File: src/verilog/rtc_alarm_regs.svh
`ifndef RTC_ALARM_REGS_SVH
`define RTC_ALARM_REGS_SVH

// ==========================================================
// Register offsets
`define OFS_SECONDS        8'h01
`define OFS_CENTURY_HOURS  8'h03
`define OFS_CONTROL        8'h08
`define OFS_WATCHDOG       8'h09
`define OFS_ALARM_MONTH    8'h0A
`define OFS_ALARM_DATE     8'h0B
`define OFS_ALARM_HOUR     8'h0C
`define OFS_ALARM_MINUTE   8'h0D
`define OFS_ALARM_SECOND   8'h0E
`define OFS_FLAGS          8'h0F
`define OFS_SQUARE_RATE    8'h13

// ==========================================================
// Field positions
`define BIT_STOP           7
`define BIT_CENTURY_EN     7
`define BIT_CENTURY        6
`define BIT_LEVEL          7
`define BIT_FREQ_TEST      6
`define BIT_PIN_ENABLE     7
`define BIT_SQUARE_ENABLE  6
`define BIT_BACKUP_ENABLE  5
`define BIT_RPT_HI         7
`define BIT_RPT5           6
`define BIT_HALT           6
`define BIT_WD_FLAG        7
`define BIT_ALARM_FLAG     6

// ==========================================================
// Reset values
`define RST_WATCHDOG       8'h00
`define RST_CONTROL        8'h80
`define RST_ALARM_MONTH    8'h00
`define RST_ALARM_HOUR     8'h40
`define RST_SQUARE_RATE    8'h00

// ==========================================================
// Timing, in oscillator edges
`define OSC_HZ             32768
`define WD_STEPS_PER_SEC   16
`define WD_STEP_TICKS      (`OSC_HZ / `WD_STEPS_PER_SEC)
`define FT_DIV_BIT         5

`endif

File: src/verilog/rtc_alarm_pkg.sv
package rtc_alarm_pkg;

  typedef enum logic [2:0] {
    RPT_SECOND,
    RPT_MINUTE,
    RPT_HOUR,
    RPT_DAY,
    RPT_MONTH,
    RPT_YEAR
  } repeat_mode_t;

  typedef logic [7:0] reg_byte_t;

endpackage

File: src/verilog/rtc_alarm_watchdog_sqw.sv
`timescale 1ns/100ps
`include "rtc_alarm_regs.svh"

// Function
// - Alarm month, date, hour, minute, second and repeat bits live at 0Ah-0Eh.
// - Repeat code picks second, minute, hour, day, month or year match.
// - Undefined repeat codes behave as once per second.
// - A time match under the repeat mode sets the alarm match flag.
// - Match with pin enable set and square enable clear pulls the pin.
// - Pointer parked on flag address defers the alarm until it moves.
// - Flag read releases alarm pin; cleared flag seen on next read.
// - In backup, alarm pulls pin only with backup and pin enables set.
// - Watchdog register: five-bit multiplier above two-bit resolution code.
// - Timeout is multiplier times resolution; expiry sets flag and, with square enable clear, pulls pin.
// - Every watchdog register write restarts the timeout period.
// - Writing 00h after timeout releases pin; watchdog stays off until reprogrammed.
// - Flag register read clears the watchdog timeout flag.
// - Power-up clears the watchdog register, leaving watchdog disabled.
// - Programmed watchdog overrides frequency test when square enable is clear.
// - Four-bit rate select sets square frequency: off, 32.768 kHz, 8.192 kHz..1 Hz.
// - Square enable bit gates the square wave onto the shared pin.
// - Century indicator inverts at century rollover only when toggle enable set.
// - With all functions off the pin follows the level bit.
// - Power-up clears enables and test, sets stop, halt and level bits.
// - Frequency test with oscillator running and others off toggles pin at 512 Hz.
// - Pin enable at D7 and square enable at D6 of alarm month register.
module rtc_alarm_watchdog_sqw (
  // Clock and reset
  input  wire logic                    core_clk_in,
  input  wire logic                    reset_in,
  // Oscillator pin
  input  wire logic                    osc_32k_in,
  // Register port from the serial engine
  input  wire logic                    wr_strobe_in,
  input  wire logic                    rd_strobe_in,
  input  wire logic [7:0]              addr_in,
  input  wire rtc_alarm_pkg::reg_byte_t wdata_in,
  input  wire logic [7:0]              addr_ptr_in,
  output logic      [7:0]              rdata_out,
  // Running time from the clock counters
  input  wire logic                    time_tick_in,
  input  wire logic [4:0]              month_in,
  input  wire logic [5:0]              date_in,
  input  wire logic [5:0]              hour_in,
  input  wire logic [6:0]              minute_in,
  input  wire logic [6:0]              second_in,
  input  wire logic                    century_roll_in,
  input  wire logic                    backup_mode_in,
  // Shared open-drain pin
  output logic                         shared_interrupt_pin_out,
  output logic                         shared_interrupt_pin_oe_n_out,
  // Status
  output logic                         alarm_match_flag_out,
  output logic                         watchdog_timeout_flag_out
);
  import rtc_alarm_pkg::*;

  // ==========================================================
  // Register state
  reg_byte_t   control_q;
  reg_byte_t   watchdog_q;
  reg_byte_t   alarm_month_q;
  reg_byte_t   alarm_date_q;
  reg_byte_t   alarm_hour_q;
  reg_byte_t   alarm_minute_q;
  reg_byte_t   alarm_second_q;
  reg_byte_t   square_rate_q;
  logic        osc_stop_q;
  logic        century_en_q;
  logic        century_q;

  wire logic   wr_wd   = wr_strobe_in && (addr_in == `OFS_WATCHDOG);
  wire logic   rd_flag = rd_strobe_in && (addr_in == `OFS_FLAGS);

  wire logic   alarm_pin_enable     = alarm_month_q[`BIT_PIN_ENABLE];
  wire logic   square_output_enable = alarm_month_q[`BIT_SQUARE_ENABLE];
  wire logic   backup_alarm_enable  = alarm_month_q[`BIT_BACKUP_ENABLE];
  wire logic   frequency_test       = control_q[`BIT_FREQ_TEST];
  wire logic   level_bit            = control_q[`BIT_LEVEL];
  wire logic [4:0] timeout_multiplier = watchdog_q[6:2];
  wire logic [1:0] timeout_resolution = watchdog_q[1:0];
  wire logic [3:0] square_rate_select = square_rate_q[7:4];

  always_ff @(posedge core_clk_in or posedge reset_in) begin
    if (reset_in) begin
      control_q     <= `RST_CONTROL;
      alarm_month_q <= `RST_ALARM_MONTH;
      alarm_hour_q  <= `RST_ALARM_HOUR;
      alarm_date_q   <= 8'h00;
      alarm_minute_q <= 8'h00;
      alarm_second_q <= 8'h00;
      square_rate_q <= `RST_SQUARE_RATE;
      osc_stop_q    <= 1'b1;
    end else if (wr_strobe_in) begin
      case (addr_in)
        `OFS_SECONDS:      osc_stop_q     <= wdata_in[`BIT_STOP];
        `OFS_CONTROL:      control_q      <= wdata_in;
        `OFS_ALARM_MONTH:  alarm_month_q  <= wdata_in;
        `OFS_ALARM_DATE:   alarm_date_q   <= wdata_in;
        `OFS_ALARM_HOUR:   alarm_hour_q   <= wdata_in;
        `OFS_ALARM_MINUTE: alarm_minute_q <= wdata_in;
        `OFS_ALARM_SECOND: alarm_second_q <= wdata_in;
        `OFS_SQUARE_RATE:  square_rate_q  <= {wdata_in[7:4], 4'h0};
        default: begin
        end
      endcase
    end
  end

  // ==========================================================
  // Century bit
  always_ff @(posedge core_clk_in or posedge reset_in) begin
    if (reset_in) begin
      century_en_q <= 1'b0;
      century_q    <= 1'b0;
    end else if (wr_strobe_in && addr_in == `OFS_CENTURY_HOURS) begin
      century_en_q <= wdata_in[`BIT_CENTURY_EN];
      century_q    <= wdata_in[`BIT_CENTURY];
    end else if (century_roll_in && century_en_q) begin
      century_q <= ~century_q;
    end
  end

  // ==========================================================
  // Oscillator synchroniser and divider
  logic        osc_s1_q;
  logic        osc_s2_q;
  logic        osc_s3_q;
  logic [14:0] div_q;
  wire logic   osc_tick = osc_s2_q && !osc_s3_q;

  always_ff @(posedge core_clk_in or posedge reset_in) begin
    if (reset_in) begin
      osc_s1_q <= 1'b0;
      osc_s2_q <= 1'b0;
      osc_s3_q <= 1'b0;
    end else begin
      osc_s1_q <= osc_32k_in;
      osc_s2_q <= osc_s1_q;
      osc_s3_q <= osc_s2_q;
    end
  end

  // A set stop bit freezes every divided rate; the 32.768 kHz square output still runs
  always_ff @(posedge core_clk_in or posedge reset_in) begin
    if (reset_in) begin
      div_q <= 15'h0000;
    end else if (osc_tick && !osc_stop_q) begin
      div_q <= div_q + 15'h0001;
    end
  end

  // Code 2 taps bit 1 (8.192 kHz), each step halves down to bit 14 (1 Hz)
  function automatic logic square_level(input logic [3:0] sel, input logic [14:0] div, input logic osc);
    logic [3:0] tap;
    tap = sel - 4'h1;
    if (sel == 4'h0) begin
      square_level = 1'b1;
    end else if (sel == 4'h1) begin
      square_level = osc;
    end else begin
      square_level = div[tap];
    end
  endfunction

  // ==========================================================
  // Alarm compare and flag
  repeat_mode_t mode;
  logic         match;
  logic         alarm_pend_q;
  logic         alarm_flag_q;
  logic         alarm_irq_q;
  wire logic [4:0] repeat_select = {alarm_date_q[`BIT_RPT5], alarm_date_q[`BIT_RPT_HI],
                                    alarm_hour_q[`BIT_RPT_HI], alarm_minute_q[`BIT_RPT_HI],
                                    alarm_second_q[`BIT_RPT_HI]};

  always_comb begin
    case (repeat_select)
      5'b1_1110: mode = RPT_MINUTE;
      5'b1_1100: mode = RPT_HOUR;
      5'b1_1000: mode = RPT_DAY;
      5'b1_0000: mode = RPT_MONTH;
      5'b0_0000: mode = RPT_YEAR;
      default:   mode = RPT_SECOND;
    endcase
  end

  wire logic m_sec = (second_in == alarm_second_q[6:0]);
  wire logic m_min = (minute_in == alarm_minute_q[6:0]);
  wire logic m_hr  = (hour_in   == alarm_hour_q[5:0]);
  wire logic m_dt  = (date_in   == alarm_date_q[5:0]);
  wire logic m_mo  = (month_in  == alarm_month_q[4:0]);

  always_comb begin
    case (mode)
      RPT_SECOND: match = 1'b1;
      RPT_MINUTE: match = m_sec;
      RPT_HOUR:   match = m_sec && m_min;
      RPT_DAY:    match = m_sec && m_min && m_hr;
      RPT_MONTH:  match = m_sec && m_min && m_hr && m_dt;
      RPT_YEAR:   match = m_sec && m_min && m_hr && m_dt && m_mo;
      default:    match = 1'b1;
    endcase
  end

  wire logic ptr_on_flags = (addr_ptr_in == `OFS_FLAGS);
  wire logic alarm_hit    = time_tick_in && match;
  wire logic alarm_fire   = (alarm_hit || alarm_pend_q) && !ptr_on_flags;
  wire logic alarm_irq_en = alarm_pin_enable && (!backup_mode_in || backup_alarm_enable);

  always_ff @(posedge core_clk_in or posedge reset_in) begin
    if (reset_in) begin
      alarm_pend_q <= 1'b0;
    end else if (alarm_hit && ptr_on_flags) begin
      alarm_pend_q <= 1'b1;
    end else if (alarm_fire) begin
      alarm_pend_q <= 1'b0;
    end
  end

  // Set wins over the read that clears
  always_ff @(posedge core_clk_in or posedge reset_in) begin
    if (reset_in) begin
      alarm_flag_q <= 1'b0;
      alarm_irq_q  <= 1'b0;
    end else begin
      if (alarm_fire) begin
        alarm_flag_q <= 1'b1;
      end else if (rd_flag) begin
        alarm_flag_q <= 1'b0;
      end
      if (alarm_fire && alarm_irq_en) begin
        alarm_irq_q <= 1'b1;
      end else if (rd_flag) begin
        alarm_irq_q <= 1'b0;
      end
    end
  end

  // ==========================================================
  // Watchdog
  logic [10:0] wd_step_q;
  logic [10:0] wd_cnt_q;
  logic        wd_run_q;
  logic        wd_flag_q;
  logic        wd_irq_q;
  wire logic   wd_step = osc_tick && !osc_stop_q && (wd_step_q == 11'(`WD_STEP_TICKS - 1));

  // Timeout in sixteenths of a second
  function automatic logic [10:0] wd_limit(input logic [4:0] mult, input logic [1:0] res);
    logic [6:0] unit;
    case (res)
      2'b00:   unit = 7'd1;
      2'b01:   unit = 7'd4;
      2'b10:   unit = 7'd16;
      default: unit = 7'd64;
    endcase
    // Widen before multiplying: 31 times 64 does not fit the seven-bit unit
    wd_limit = 11'(mult) * 11'(unit);
  endfunction

  always_ff @(posedge core_clk_in or posedge reset_in) begin
    if (reset_in) begin
      watchdog_q <= `RST_WATCHDOG;
    end else if (wr_wd) begin
      watchdog_q <= {1'b0, wdata_in[6:0]};
    end
  end

  always_ff @(posedge core_clk_in or posedge reset_in) begin
    if (reset_in) begin
      wd_step_q <= 11'h000;
      wd_cnt_q  <= 11'h000;
      wd_run_q  <= 1'b0;
    end else if (wr_wd) begin
      wd_step_q <= 11'h000;
      wd_cnt_q  <= 11'h000;
      wd_run_q  <= (wdata_in[6:2] != 5'h00);
    end else if (osc_tick && !osc_stop_q) begin
      wd_step_q <= wd_step ? 11'h000 : wd_step_q + 11'h001;
      if (wd_step && wd_run_q) begin
        if (wd_cnt_q + 11'h001 >= wd_limit(timeout_multiplier, timeout_resolution)) begin
          wd_cnt_q <= 11'h000;
          wd_run_q <= 1'b0;
        end else begin
          wd_cnt_q <= wd_cnt_q + 11'h001;
        end
      end
    end
  end

  wire logic wd_expire = wd_step && wd_run_q && osc_tick && !osc_stop_q &&
                         (wd_cnt_q + 11'h001 >= wd_limit(timeout_multiplier, timeout_resolution));

  // Expiry wins over a same-cycle clear
  always_ff @(posedge core_clk_in or posedge reset_in) begin
    if (reset_in) begin
      wd_flag_q <= 1'b0;
      wd_irq_q  <= 1'b0;
    end else begin
      if (wd_expire) begin
        wd_flag_q <= 1'b1;
      end else if (rd_flag) begin
        wd_flag_q <= 1'b0;
      end
      if (wd_expire) begin
        wd_irq_q <= 1'b1;
      end else if (wr_wd && wdata_in == 8'h00) begin
        wd_irq_q <= 1'b0;
      end
    end
  end

  // ==========================================================
  // Shared pin selection
  logic pin_low;
  wire logic wd_programmed = (watchdog_q != 8'h00);

  always_comb begin
    if (square_output_enable) begin
      pin_low = !square_level(square_rate_select, div_q, osc_s2_q);
    end else if ((alarm_irq_q && alarm_pin_enable) || wd_irq_q) begin
      pin_low = 1'b1;
    end else if (wd_programmed || alarm_pin_enable) begin
      pin_low = 1'b0;
    end else if (frequency_test) begin
      pin_low = !osc_stop_q && !div_q[`FT_DIV_BIT];
    end else begin
      pin_low = !level_bit;
    end
  end

  always_ff @(posedge core_clk_in or posedge reset_in) begin
    if (reset_in) begin
      shared_interrupt_pin_oe_n_out <= 1'b1;
      shared_interrupt_pin_out      <= 1'b0;
    end else begin
      shared_interrupt_pin_oe_n_out <= !pin_low;
      shared_interrupt_pin_out      <= 1'b0;
    end
  end

  // ==========================================================
  // Read data and status
  always_ff @(posedge core_clk_in or posedge reset_in) begin
    if (reset_in) begin
      rdata_out <= 8'h00;
    end else if (rd_strobe_in) begin
      case (addr_in)
        `OFS_SECONDS:       rdata_out <= {osc_stop_q, second_in};
        `OFS_CENTURY_HOURS: rdata_out <= {century_en_q, century_q, hour_in};
        `OFS_CONTROL:       rdata_out <= control_q;
        `OFS_WATCHDOG:      rdata_out <= watchdog_q;
        `OFS_ALARM_MONTH:   rdata_out <= alarm_month_q;
        `OFS_ALARM_DATE:    rdata_out <= alarm_date_q;
        `OFS_ALARM_HOUR:    rdata_out <= alarm_hour_q;
        `OFS_ALARM_MINUTE:  rdata_out <= alarm_minute_q;
        `OFS_ALARM_SECOND:  rdata_out <= alarm_second_q;
        `OFS_FLAGS:         rdata_out <= {wd_flag_q, alarm_flag_q, 6'h00};
        `OFS_SQUARE_RATE:   rdata_out <= square_rate_q;
        default:            rdata_out <= 8'h00;
      endcase
    end
  end

  always_ff @(posedge core_clk_in or posedge reset_in) begin
    if (reset_in) begin
      alarm_match_flag_out      <= 1'b0;
      watchdog_timeout_flag_out <= 1'b0;
    end else begin
      alarm_match_flag_out      <= alarm_flag_q;
      watchdog_timeout_flag_out <= wd_flag_q;
    end
  end

endmodule
File: config.mk
export PLATFORM = sky130hd
export DESIGN_NAME = rtc_alarm_watchdog_sqw
export DESIGN_NICKNAME = d
export VERILOG_FILES = /design/src/verilog/rtc_alarm_pkg.sv /design/src/verilog/rtc_alarm_watchdog_sqw.sv
export VERILOG_INCLUDE_DIRS = /design/src /design/src/verilog
export SDC_FILE = /design/constraint.sdc
export NUM_CORES = 1
export LEC_CHECK = 0
export BUFFER_PORTS_ARGS = -buffer_cell sky130_fd_sc_hd__buf_2
export CAP_MARGIN = 20
export CORE_MARGIN = 1
export CORE_UTILIZATION = 54
export DETAILED_ROUTE_END_ITERATION = 8
export PLACE_DENSITY = 0.73
export SETUP_SLACK_MARGIN = 0.4
export SYNTH_ARGS = -nofsm -noshare
export SYNTH_HDL_FRONTEND = slang
export SYNTH_SLANG_ARGS = --single-unit
File: constraint.sdc
create_clock -name core_clk_in -period 4.3 [get_ports core_clk_in]
set_clock_uncertainty 0.05 [all_clocks]
set_input_delay 0 -clock core_clk_in [delete_from_list [all_inputs] [get_ports core_clk_in]]
set_output_delay 0 -clock core_clk_in [all_outputs]
set_load 0.05 [all_outputs]
======== After elaboration in Yosys (flattened, before gate mapping) ========
Index checks and enable logic that the tools add are counted.
cells by class
  add/sub/neg operators ................... 4
  $mul .................................... 2
  magnitude comparators ................... 3
  eq/ne operators ......................... 30
  muxes and demuxes ....................... 37
  bitwise operators ....................... 1
  reductions and logical operators ........ 60
operator list
  cell                     count
  $pmux W8 S11             1
  $mux W11                 7
  $eq A8 B4 Y1 const B     9
  $logic_and A1 B1 Y1      23
  $add A11 B1 Y11 const B  2
  $ge A11 B11 Y1           2
  $mul A5 B7 Y11           2
  $mux W1                  22
  $mux W7                  3
  $pmux W7 S3              1
  $eq A5 B5 Y1 const B     4
  $reduce_and A2 Y1        9
  $reduce_bool A2 Y1       9
  $add A15 B1 Y15 const B  1
  $pmux W3 S5              1
  $eq A7 B7 Y1             2
  $eq A6 B6 Y1             2
  $eq A11 B11 Y1 const B   1
  $eq A8 B1 Y1 const B     1
  $eq A8 B2 Y1 const B     1
  $eq A8 B5 Y1 const B     1
  $logic_not A1 Y1         8
  $logic_not A8 Y1         1
  $reduce_bool A8 Y1       1
  18 further kinds         23
storage, ports and cells
  register bits ........................... 119
  input port bits ......................... 63
  output and inout bits ................... 12
  word-level logic and storage cells ...... 164

======== Depth between registers and ports, before layout ========
Gate-level depths: netlist of the first run.
  depth in word-level cells ............... 14
  depth in mapped cells ................... 19
  gate-level depth less buffers ........... 18

======== Worst setup path after synthesis of the first run ========
Ideal clock, no wire load.
  kind .................................... reg2reg
  from .................................... register watchdog_q[0]
  to ...................................... register wd_cnt_q[10]
  setup time .............................. 0.121 ns
  arrival time ............................ 3.948 ns
  data required time ...................... 4.129 ns
  path slack .............................. 0.181 ns
  cell stages (with the launch flop) ...... 19
  buffers on the path ..................... 1
  period minus slack after synthesis ...... 4.119 ns
  cell sequence ........................... dfrtp_1 clkbuf_1 nor2b_1 and2_1 ha_1 inv_1 fa_1 inv_1 ha_1 a31o_2 a31o_2 a31oi_1 xnor2_1 ha_1 o211ai_1 o21ai_0 nor3_4 o21a_4 a22o_1
between the ends
  word-level cells in the longest chain between the ends .. 11
  elaborated cells between the ends (all ways) .. 13
  classes of those cells .................. mul (1); order compare (1); eq/ne (2); mux (8); reduce/logical (1)
RTL lines
  element                               RTL line                       source
  start, declared                       rtc_alarm_watchdog_sqw.sv:61   reg_byte_t watchdog_q;
  start signal, assigned                rtc_alarm_watchdog_sqw.sv:264  watchdog_q <= `RST_WATCHDOG;
  start signal, assigned                rtc_alarm_watchdog_sqw.sv:266  watchdog_q <= {1'b0, wdata_in[6:0]};
  $eq A2 B2 Y1 (tied with other cells)  rtc_alarm_watchdog_sqw.sv:252  case (res)
  $pmux W7 S3 (*)                       rtc_alarm_watchdog_sqw.sv:252
  $mux W7 (*)                           rtc_alarm_watchdog_sqw.sv:281  if (wd_step && wd_run_q) begin
  $mux W7 (*)                           rtc_alarm_watchdog_sqw.sv:279  end else if (osc_tick && !osc_stop_q) begin
  $mux W7 (*)                           rtc_alarm_watchdog_sqw.sv:275  end else if (wr_wd) begin
  $mul A5 B7 Y11 (*)                    rtc_alarm_watchdog_sqw.sv:259  wd_limit = 11'(mult) * 11'(unit);
  $ge A11 B11 Y1 (*)                    rtc_alarm_watchdog_sqw.sv:282  if (wd_cnt_q + 11'h001 >= wd_limit(timeout_multiplier, timeout_resolution)) begin
  $mux W11 (*)                          rtc_alarm_watchdog_sqw.sv:282
  $mux W11 (*)                          rtc_alarm_watchdog_sqw.sv:281
  $mux W11 (*)                          rtc_alarm_watchdog_sqw.sv:279
  $mux W11 (*)                          rtc_alarm_watchdog_sqw.sv:275
  end signal, assigned                  rtc_alarm_watchdog_sqw.sv:286  wd_cnt_q <= wd_cnt_q + 11'h001;
  end, declared                         rtc_alarm_watchdog_sqw.sv:243  logic [10:0] wd_cnt_q;
Every way passes the cells marked *; elsewhere a longest branch is shown, timed or not. The select of a mux whose other input is x is not followed.
A chain may end at the register's enable or synchronous reset.

======== Final worst setup path of the first run ========
  from .................................... register watchdog_q[0]
  to ...................................... register wd_cnt_q[5]
The elaborated chain is that of the path after synthesis.

==> results by group, run 1 <==
Outcome
  • Outcome: completed

Worst setup path
  • CP bufs+invs: 3
  • Crit path max fanout: 5
  • Top delay family on crit path: adder cells
  • CP max stage delay: between 0.5 and 0.6 ns
  • CP arrival: 4.14 ns
  • Critical path class: flip-flop to flip-flop
  • CP dominant cell by count: o211ai_1
  • Crit-path cells: nor2b_4, and2_4, ha_4, inv_2, fa_2, inv_2, ha_4, a21oi_4, nor2_4, a21oi_2, nor2b_2, xnor2_1, ha_1, o211ai_1, o21ai_2, nor3_4, buf_4, o211ai_1, o211ai_1
  • Crit start category: flip-flop
  • WP data required: between 4 and 5 ns
  • Crit. End Element: flip-flop
  • Worst reg2reg setup slack: about 0.45 ns
  • Slowest cell on the critical path: fa_2

STA
  • Final setup viols: 0
  • Worst slew pin tran: a little over 0.7 ns
  • Max frequency: 260 MHz
  • Final min period: 3.85 ns
  • Rel. slew slack: roughly 52%
  • Hold Slack: approximately 0.07 ns
  • Setup WS post-layout: between 0.4 and 0.5 ns
  • Slew Limit Fails: 0
  • Final hold violation count: 0
  • Unrepaired setup endpoints after global routing: true
  • Final setup TNS: 0 ns
  • Final period utilization: about 90%

Logic synthesis
  • Compound-Gate Fraction of Synth Area: about an eighth
  • Mean Syn Cell Area: 10.5 um2
  • Yosys reg bits: 119
  • Ys async rst share: 100%
  • Synthesized area: between 7000 and 8000 um2
  • Top FF cell, synth: dfrtp_1
  • Synth Area in XOR/XNOR: around 8%
  • Synth cell types: 70
  • Simple-Gate Fraction of Synth Area: around 16%
  • Cells after synthesis: ~690
  • Adder-Cell Fraction of Synth Area: under 10%
  • Sequential element share of the synthesized area: 41.2%
  • Mux cell area share after synthesis: 13.7%
  • Largest family of logic cells by synthesized area: simple AND/OR/NAND/NOR gates
  • Top cells by area, synth: dfrtp_1 (40%), mux2_2 (9.6%), xnor2_1 (5.2%), ha_1 (4.8%), nand2_1 (3.0%)
  • Synth top area share: roughly two fifths
  • Syn nets: around 790
  • Synth area leader: dfrtp_1
  • Post-synth EDFFs: 0
  • Ys Warns: 0

CTS
  • H-Tree Depth: 4
  • Clk Latency, worst-skew pair: roughly 0.43 ns
  • CTS max path bufs: 2
  • CTS root buf: clkbuf_16
  • CTS tree: yes
  • CTS buffer count: 17
  • Clock transition at path regs: 0.06 ns
  • Clock sinks: 119

Placed design
  • Buffers added on ports: between 70 and 80
  • Post-placement cell area: 7710 um2
  • DP HPWL: 13600 um
  • DP Worst Slack: between 0.07 and 0.08 ns
  • Gpl congestion: just under 1

Cells and area
  • Layout Cell Area excl Fill: between 8000 and 9000 um2
  • Highest-count cells in the layout ignoring fill and taps: dfrtp_1 (113), buf_2 (73), mux2_2 (62)
  • Nets@finish: 906
  • Commonest non-fill, non-tap cell in the layout: dfrtp_1
  • FILL cells: between 900 and 1k
  • Synthesis-to-finish area growth: 23.5%
  • Share of cells above drive strength 1: between 20% and 30%

Global routing
  • Via count of the first global-routing pass: a little over 6k
  • Grt total ovfl: 0
  • Total GRT Usage: around 30%
  • First-pass GRT wire length: ~32000 um
  • Antenna violations before repair: 1
  • Largest net degree at the start of global routing: 92

Floorplanning
  • Num rows: between 40 and 50
  • I/O pins: 75
  • Core box area: around 13000 um2
  • Initial core utilization: between 50% and 60%
  • Die height: approximately 120 um
  • Die outline width: around 120 um
  • Full die area: about 14000 um2

Detailed routing
  • Remaining DRCs: 0
  • Vias: a little over 6k
  • Drt pass-1 iters: 6
  • Drt initial violations: about 600
  • Routed vias/inst: around 6
  • WL final: approximately 20000 um
  • Detail Route Antenna Nets: 0
  • Wirelength per Cell: between 20 and 25 um

Worst hold path
  • Worst Hold Class: primary input to flip-flop

Power
  • Leakage: around 0.0041 uW
  • Power per cell area: between 300 and 400 nW/um2
  • Worst VDD drop: 0.282 mV
  • Total Power: 3170 uW

Job
  • Max cap viols: 0
==> registers in the layout (all words and copies together) (netlist names), 4 cells and up <==
| register | cells |
|---|---|
| alarm_minute_q | 8 |
| alarm_hour_q | 8 |
| wd_cnt_q | 11 |
| div_q | 15 |
| alarm_month_q | 8 |
| square_rate_q | 4 |
| rdata_out | 8 |
| wd_step_q | 11 |
| control_q | 8 |
| watchdog_q | 7 |
| alarm_second_q | 8 |
| alarm_date_q | 8 |
==> path summary, 6_finish.rpt <==
path / startpoint / end / cells past startpoint
min in group asynchronous: reset_in / square_rate_q[4] / 3
max in group asynchronous: reset_in / control_q[7] / 5
max reg2reg: watchdog_q[0] / wd_cnt_q[5] / 19
min: addr_in[4] / square_rate_q[4] / 5
max: watchdog_q[0] / wd_cnt_q[5] / 19
min reg2reg: osc_s1_q / osc_s2_q / 0
==> through the flow <==
stage               cells  util [%]
floorplan             692         -
global placement      914      60.1
detailed placement    914      60.1
CTS                   986      68.0
global route          996      69.7
finish                997      69.8
==> cell families (layout without fill, tap and decap cells) <==
family          after synthesis  count (layout)
fa+ha+maj                    32              32
flops                       119             119
mux                          84              84
xor+xnor                     67              67
compound gates              118             118
other cells                   1               2
simple gates                217             217
buf+inv                      54             186
==> cell usage after synthesis (3+ instances only) <==
library cell and number:
a21o_1 7, a21oi_1 17, a221o_1 3, a221oi_1 4, a22o_1 9, a22oi_1 6
a31oi_1 4, and2_1 11, and3_1 10, buf_2 7, buf_6 3, clkbuf_1 11
dfrtp_1 115, dfstp_2 4, fa_1 4, ha_1 28, inv_1 29, mux2_2 62
mux2i_1 16, mux4_2 6, nand2_1 58, nand2b_1 4, nand3_1 23, nand3_2 3
nand4_1 10, nor2_1 43, nor2b_1 10, nor3_1 12, nor3_4 4, nor3b_1 3
nor4_1 12, o211ai_1 10, o21ai_0 19, o22ai_1 9, o31ai_1 7, o32ai_1 3
xnor2_1 43, xor2_1 24
==> worst min-delay path, stage by stage <==
cell,delay (ns)
buf_2,0.18
nand2_1,0.08
nor2_1,0.08
nand2_1,0.07
o21ai_0,0.08
==> routing by layer <==
| metal | vias to the layer above | GRT usage (%) | wire length, um |
|---|---|---|---|
| met5 | - | 0 | 0 |
| met4 | 0 | 11.1 | 621 |
| met3 | 59 | 8.72 | 1610 |
| met2 | 274 | 47.3 | 9790 |
| met1 | 3018 | 38.3 | 8190 |
| li1 | 2751 | - | - |
==> timing repair <==
item                                    CTS  global route
setup buffers                             8             9
hold buffers                             32             0
resized for setup                         9            26
endpoints found under the setup margin   14            14
hold endpoints to repair                152             0
pin swaps                                 9            22
==> where the power goes <==
part	internal, uW	leakage, uW	switching [uW]
clock network	866	0.000287	586
logic	189	0.00223	225
registers	1210	0.00157	97.7
total	2260	0.00409	908
==> layout make-up <==
type	count	area, um2	area share, %
Sequential cell	119	2990	33.4
Tap cell	172	215	2.41
Multi-Input combinational cell	519	4180	46.7
Clock buffer	17	425	4.76
Timing Repair Buffer	125	861	9.62
Antenna cell	1	2.50	0.0280
Clock inverter	15	166	1.86
Inverter	29	111	1.24
Note: power is estimated with default switching activity, not from simulation.
==> run 2: changes to the inputs <==
--- a/config.mk
+++ b/config.mk
@@ -6,12 +6,12 @@
 export SDC_FILE = /design/constraint.sdc
 export NUM_CORES = 1
 export LEC_CHECK = 0
-export BUFFER_PORTS_ARGS = -buffer_cell sky130_fd_sc_hd__buf_2
 export CAP_MARGIN = 20
 export CORE_MARGIN = 1
-export CORE_UTILIZATION = 54
+export CORE_UTILIZATION = 58
 export DETAILED_ROUTE_END_ITERATION = 8
-export PLACE_DENSITY = 0.73
+export DONT_BUFFER_PORTS = 1
+export PLACE_DENSITY = 0.72
 export SETUP_SLACK_MARGIN = 0.4
 export SYNTH_ARGS = -nofsm -noshare
 export SYNTH_HDL_FRONTEND = slang
==> results by group, run 2 (synthesis results as in run 1) <==
Detailed routing
  • Detail Route Antenna Nets: 0 (unchanged)
  • Drt pass-1 iters: 6 (unchanged)
  • Vias: 5770 (was 6102)
  • Wirelength per Cell: 21.0 um (was 20.3 um)
  • Remaining DRCs: 0 (unchanged)
  • Drt initial violations: 689 (was 614)
  • Routed vias/inst: 6.25 (was 6.12)
  • WL final: 19300 um (was 20200 um)

Worst setup path
  • Crit. End Element: flip-flop (unchanged)
  • Start of the worst register-to-register path: watchdog_q[0] (unchanged)
  • CP arrival: 4.04 ns (was 4.14 ns)
  • Slowest cell on the critical path: dfrtp_2 (was fa_2)
  • Crit path max fanout: 7 (was 5)
  • Reg2Reg Capture Point: wd_cnt_q[10] (was wd_cnt_q[5])
  • Worst reg2reg setup slack: 0.52 ns (was 0.45 ns)
  • R2R depth: 18 (was 19)
  • WP data required: 4.56 ns (was 4.59 ns)
  • Crit-path cells: nor2b_4, and2_4, ha_4, inv_1, fa_2, inv_2, ha_4, a31o_4, a31o_4, a31oi_4, xnor2_1, ha_1, o211ai_1, o21ai_2, nor3_4, buf_6, o21a_4, a22o_1 (was nor2b_4, and2_4, ha_4, inv_2, fa_2, inv_2, ha_4, a21oi_4, nor2_4, a21oi_2, nor2b_2, xnor2_1, ha_1, o211ai_1, o21ai_2, nor3_4, buf_4, o211ai_1, o211ai_1)
  • CP max stage delay: 0.46 ns (was 0.52 ns)
  • Crit start category: flip-flop (unchanged)
  • Critical path class: flip-flop to flip-flop (unchanged)

Floorplanning
  • I/O pins: 75 (unchanged)
  • Initial core utilization: 59.8% (was 56.5%)
  • Core box area: 12100 um2 (was 12800 um2)
  • Die outline width: 114 um (was 118 um)
  • Num rows: 40 (was 41)
  • Full die area: 12900 um2 (was 13900 um2)
  • Die height: 114 um (was 118 um)

Power
  • Int Power: 2260 uW (about the same)
  • Power per cell area: 359 nW/um2 (was 354 nW/um2)
  • Comb power frac: 10.8% (was 13.1%)
  • Sw Share: 27.0% (was 28.6%)
  • Worst VDD drop: 0.340 mV (was 0.282 mV)
  • Sequential power share: 42.8% (was 41.1%)
  • Sw power: 834 uW (was 908 uW)
  • Clock group share of total power: 46.3% (was 45.8%)
  • Leakage: 0.00376 uW (was 0.00409 uW)

CTS
  • H-Tree Depth: 4 (unchanged)
  • Clock transition at path regs: 0.06 ns (about the same)
  • Clk Latency, worst-skew pair: 0.42 ns (was 0.43 ns)
  • CTS buffer count: 17 (unchanged)
  • CTS max path bufs: 2 (unchanged)
  • CTS root buf: clkbuf_16 (unchanged)
  • Clock sinks: 119 (unchanged)
  • CTS tree: yes (unchanged)

STA
  • Hold Slack: -0.00975 ns (was 0.0687 ns)
  • Final min period: 3.78 ns (was 3.85 ns)
  • Slew Limit Fails: 0 (unchanged)
  • Max frequency: 264 MHz (was 260 MHz)
  • Worst slew pin tran: 0.687 ns (was 0.712 ns)
  • Final period utilization: 88.0% (was 89.5%)
  • Final hold violation count: 12 (was 0)
  • Unrepaired setup endpoints after global routing: false (was true)
  • Rel. slew slack: 53.8% (was 52.1%)
  • Final setup TNS: 0 ns (unchanged)
  • Final setup viols: 0 (unchanged)

Global routing
  • Largest net degree at the start of global routing: 83 (was 92)
  • Grt total ovfl: 0 (unchanged)
  • First-pass GRT wire length: 31100 um (was 31800 um)
  • Antenna violations before repair: 0 (was 1)
  • Total GRT Usage: 32.0% (was 29.7%)
  • Via count of the first global-routing pass: 5869 (was 6124)

Cells and area
  • FILL cells: 868 (was 937)
  • Highest-count cells in the layout ignoring fill and taps: dfrtp_1 (113), mux2_2 (62), nand2_1 (58) (was dfrtp_1 (113), buf_2 (73), mux2_2 (62))
  • Final core utilization: 71.0% (was 69.8%)
  • Largest reg by FF count: div_q (unchanged)
  • Nets@finish: 837 (was 906)
  • Synthesis-to-finish area growth: 18.8% (was 23.5%)
  • Commonest non-fill, non-tap cell in the layout: dfrtp_1 (unchanged)
  • Share of cells above drive strength 1: 20.3% (was 29.5%)
  • # diodes: 0 (was 1)
  • Regs by FF count: div_q: 15 flops, wd_cnt_q: 11 flops, wd_step_q: 11 flops (unchanged)
  • Number of flip-flops in the largest register: 15 (unchanged)

Outcome
  • Failing checks: hold timing
  • Outcome: finished, violations left (was completed)

Placed design
  • Gpl congestion: 0.996 (was 0.991)
  • DP HPWL: 13200 um (was 13600 um)
  • Buffers added on ports: 0 (was 73)

Worst hold path
  • Worst Hold Class: primary input to async pin (was primary input to flip-flop)

Job
  • Max cap viols: 0 (unchanged)
run 2: worst max-delay path by stage:
stage / end / slack [ns] / from
2_1_floorplan: wd_cnt_q[5] / 0.40 / watchdog_q[1]
3_3_place_gp: wd_cnt_q[8] / 0.30 / watchdog_q[0]
3_5_place_dp: wd_cnt_q[6] / 0.06 / watchdog_q[0]
4_1_cts: wd_cnt_q[10] / 0.40 / watchdog_q[0]
5_1_grt: wd_cnt_q[3] / 0.37 / watchdog_q[0]
6_report: wd_cnt_q[10] / 0.52 / watchdog_q[0]
run 2: layout make-up:
cell class | count | area, um2 | share of cell area [%]
Timing Repair Buffer | 56 | 563 | 6.54
Multi-Input combinational cell | 519 | 4140 | 48.1
Clock inverter | 13 | 145 | 1.69
Clock buffer | 19 | 453 | 5.26
Sequential cell | 119 | 2990 | 34.7
Tap cell | 168 | 210 | 2.44
Inverter | 29 | 111 | 1.29
run 2: power by group through the flow:
stage	Combinational, uW	Clock (uW)	Sequential (uW)
3_5_place_dp	279	0	1340
3_3_place_gp	268	0	1330
6_report	335	1430	1320
2_1_floorplan	251	0	1310
4_1_cts	326	1440	1320
5_1_grt	373	1490	1340
run 2: routing by layer:
layer	share of wire [%]	track usage, %	wire length (um)	vias up
li1	-	-	-	2617
met1	43	42.3	8230	2855
met2	47	50.0	9100	250
met3	8.0	10.1	1550	48
met4	2.4	11.1	467	0
met5	0	0	0	-
run 2: per-stage QoR:
stage	hold WS, ns	worst slack (ns)	std cells	cell area (um2)	total power (uW)
6_report	-0.00975	0.518	923	8600	3090
5_1_grt	0.0119	0.366	923	8600	3200
4_1_cts	0.00511	0.405	919	8470	3090
3_5_place_dp	-0.0185	0.0648	837	7340	1620
3_3_place_gp	-0.0185	0.305	837	7340	1600
2_1_floorplan	-0.0186	0.404	692	7260	1560
run 2: worst max-delay path, delay by kind of cell (launching register included):
kind,cells,cell delay [ns]
and+or+nand+nor,3,0.38
xor gates and xnor gates,1,0.10
AOI/OAI and AO/OA,7,1.27
DFF,1,0.46
adders and majority gates,4,1.13
buffers and inverters,3,0.27
run 2: timing repair:
action,CTS,global route
endpoints found under the setup margin,14,14
gates resized for setup,9,15
hold buffers,46,0
endpoints found under the hold margin,154,0
setup buffers,4,3
pin swaps,7,12
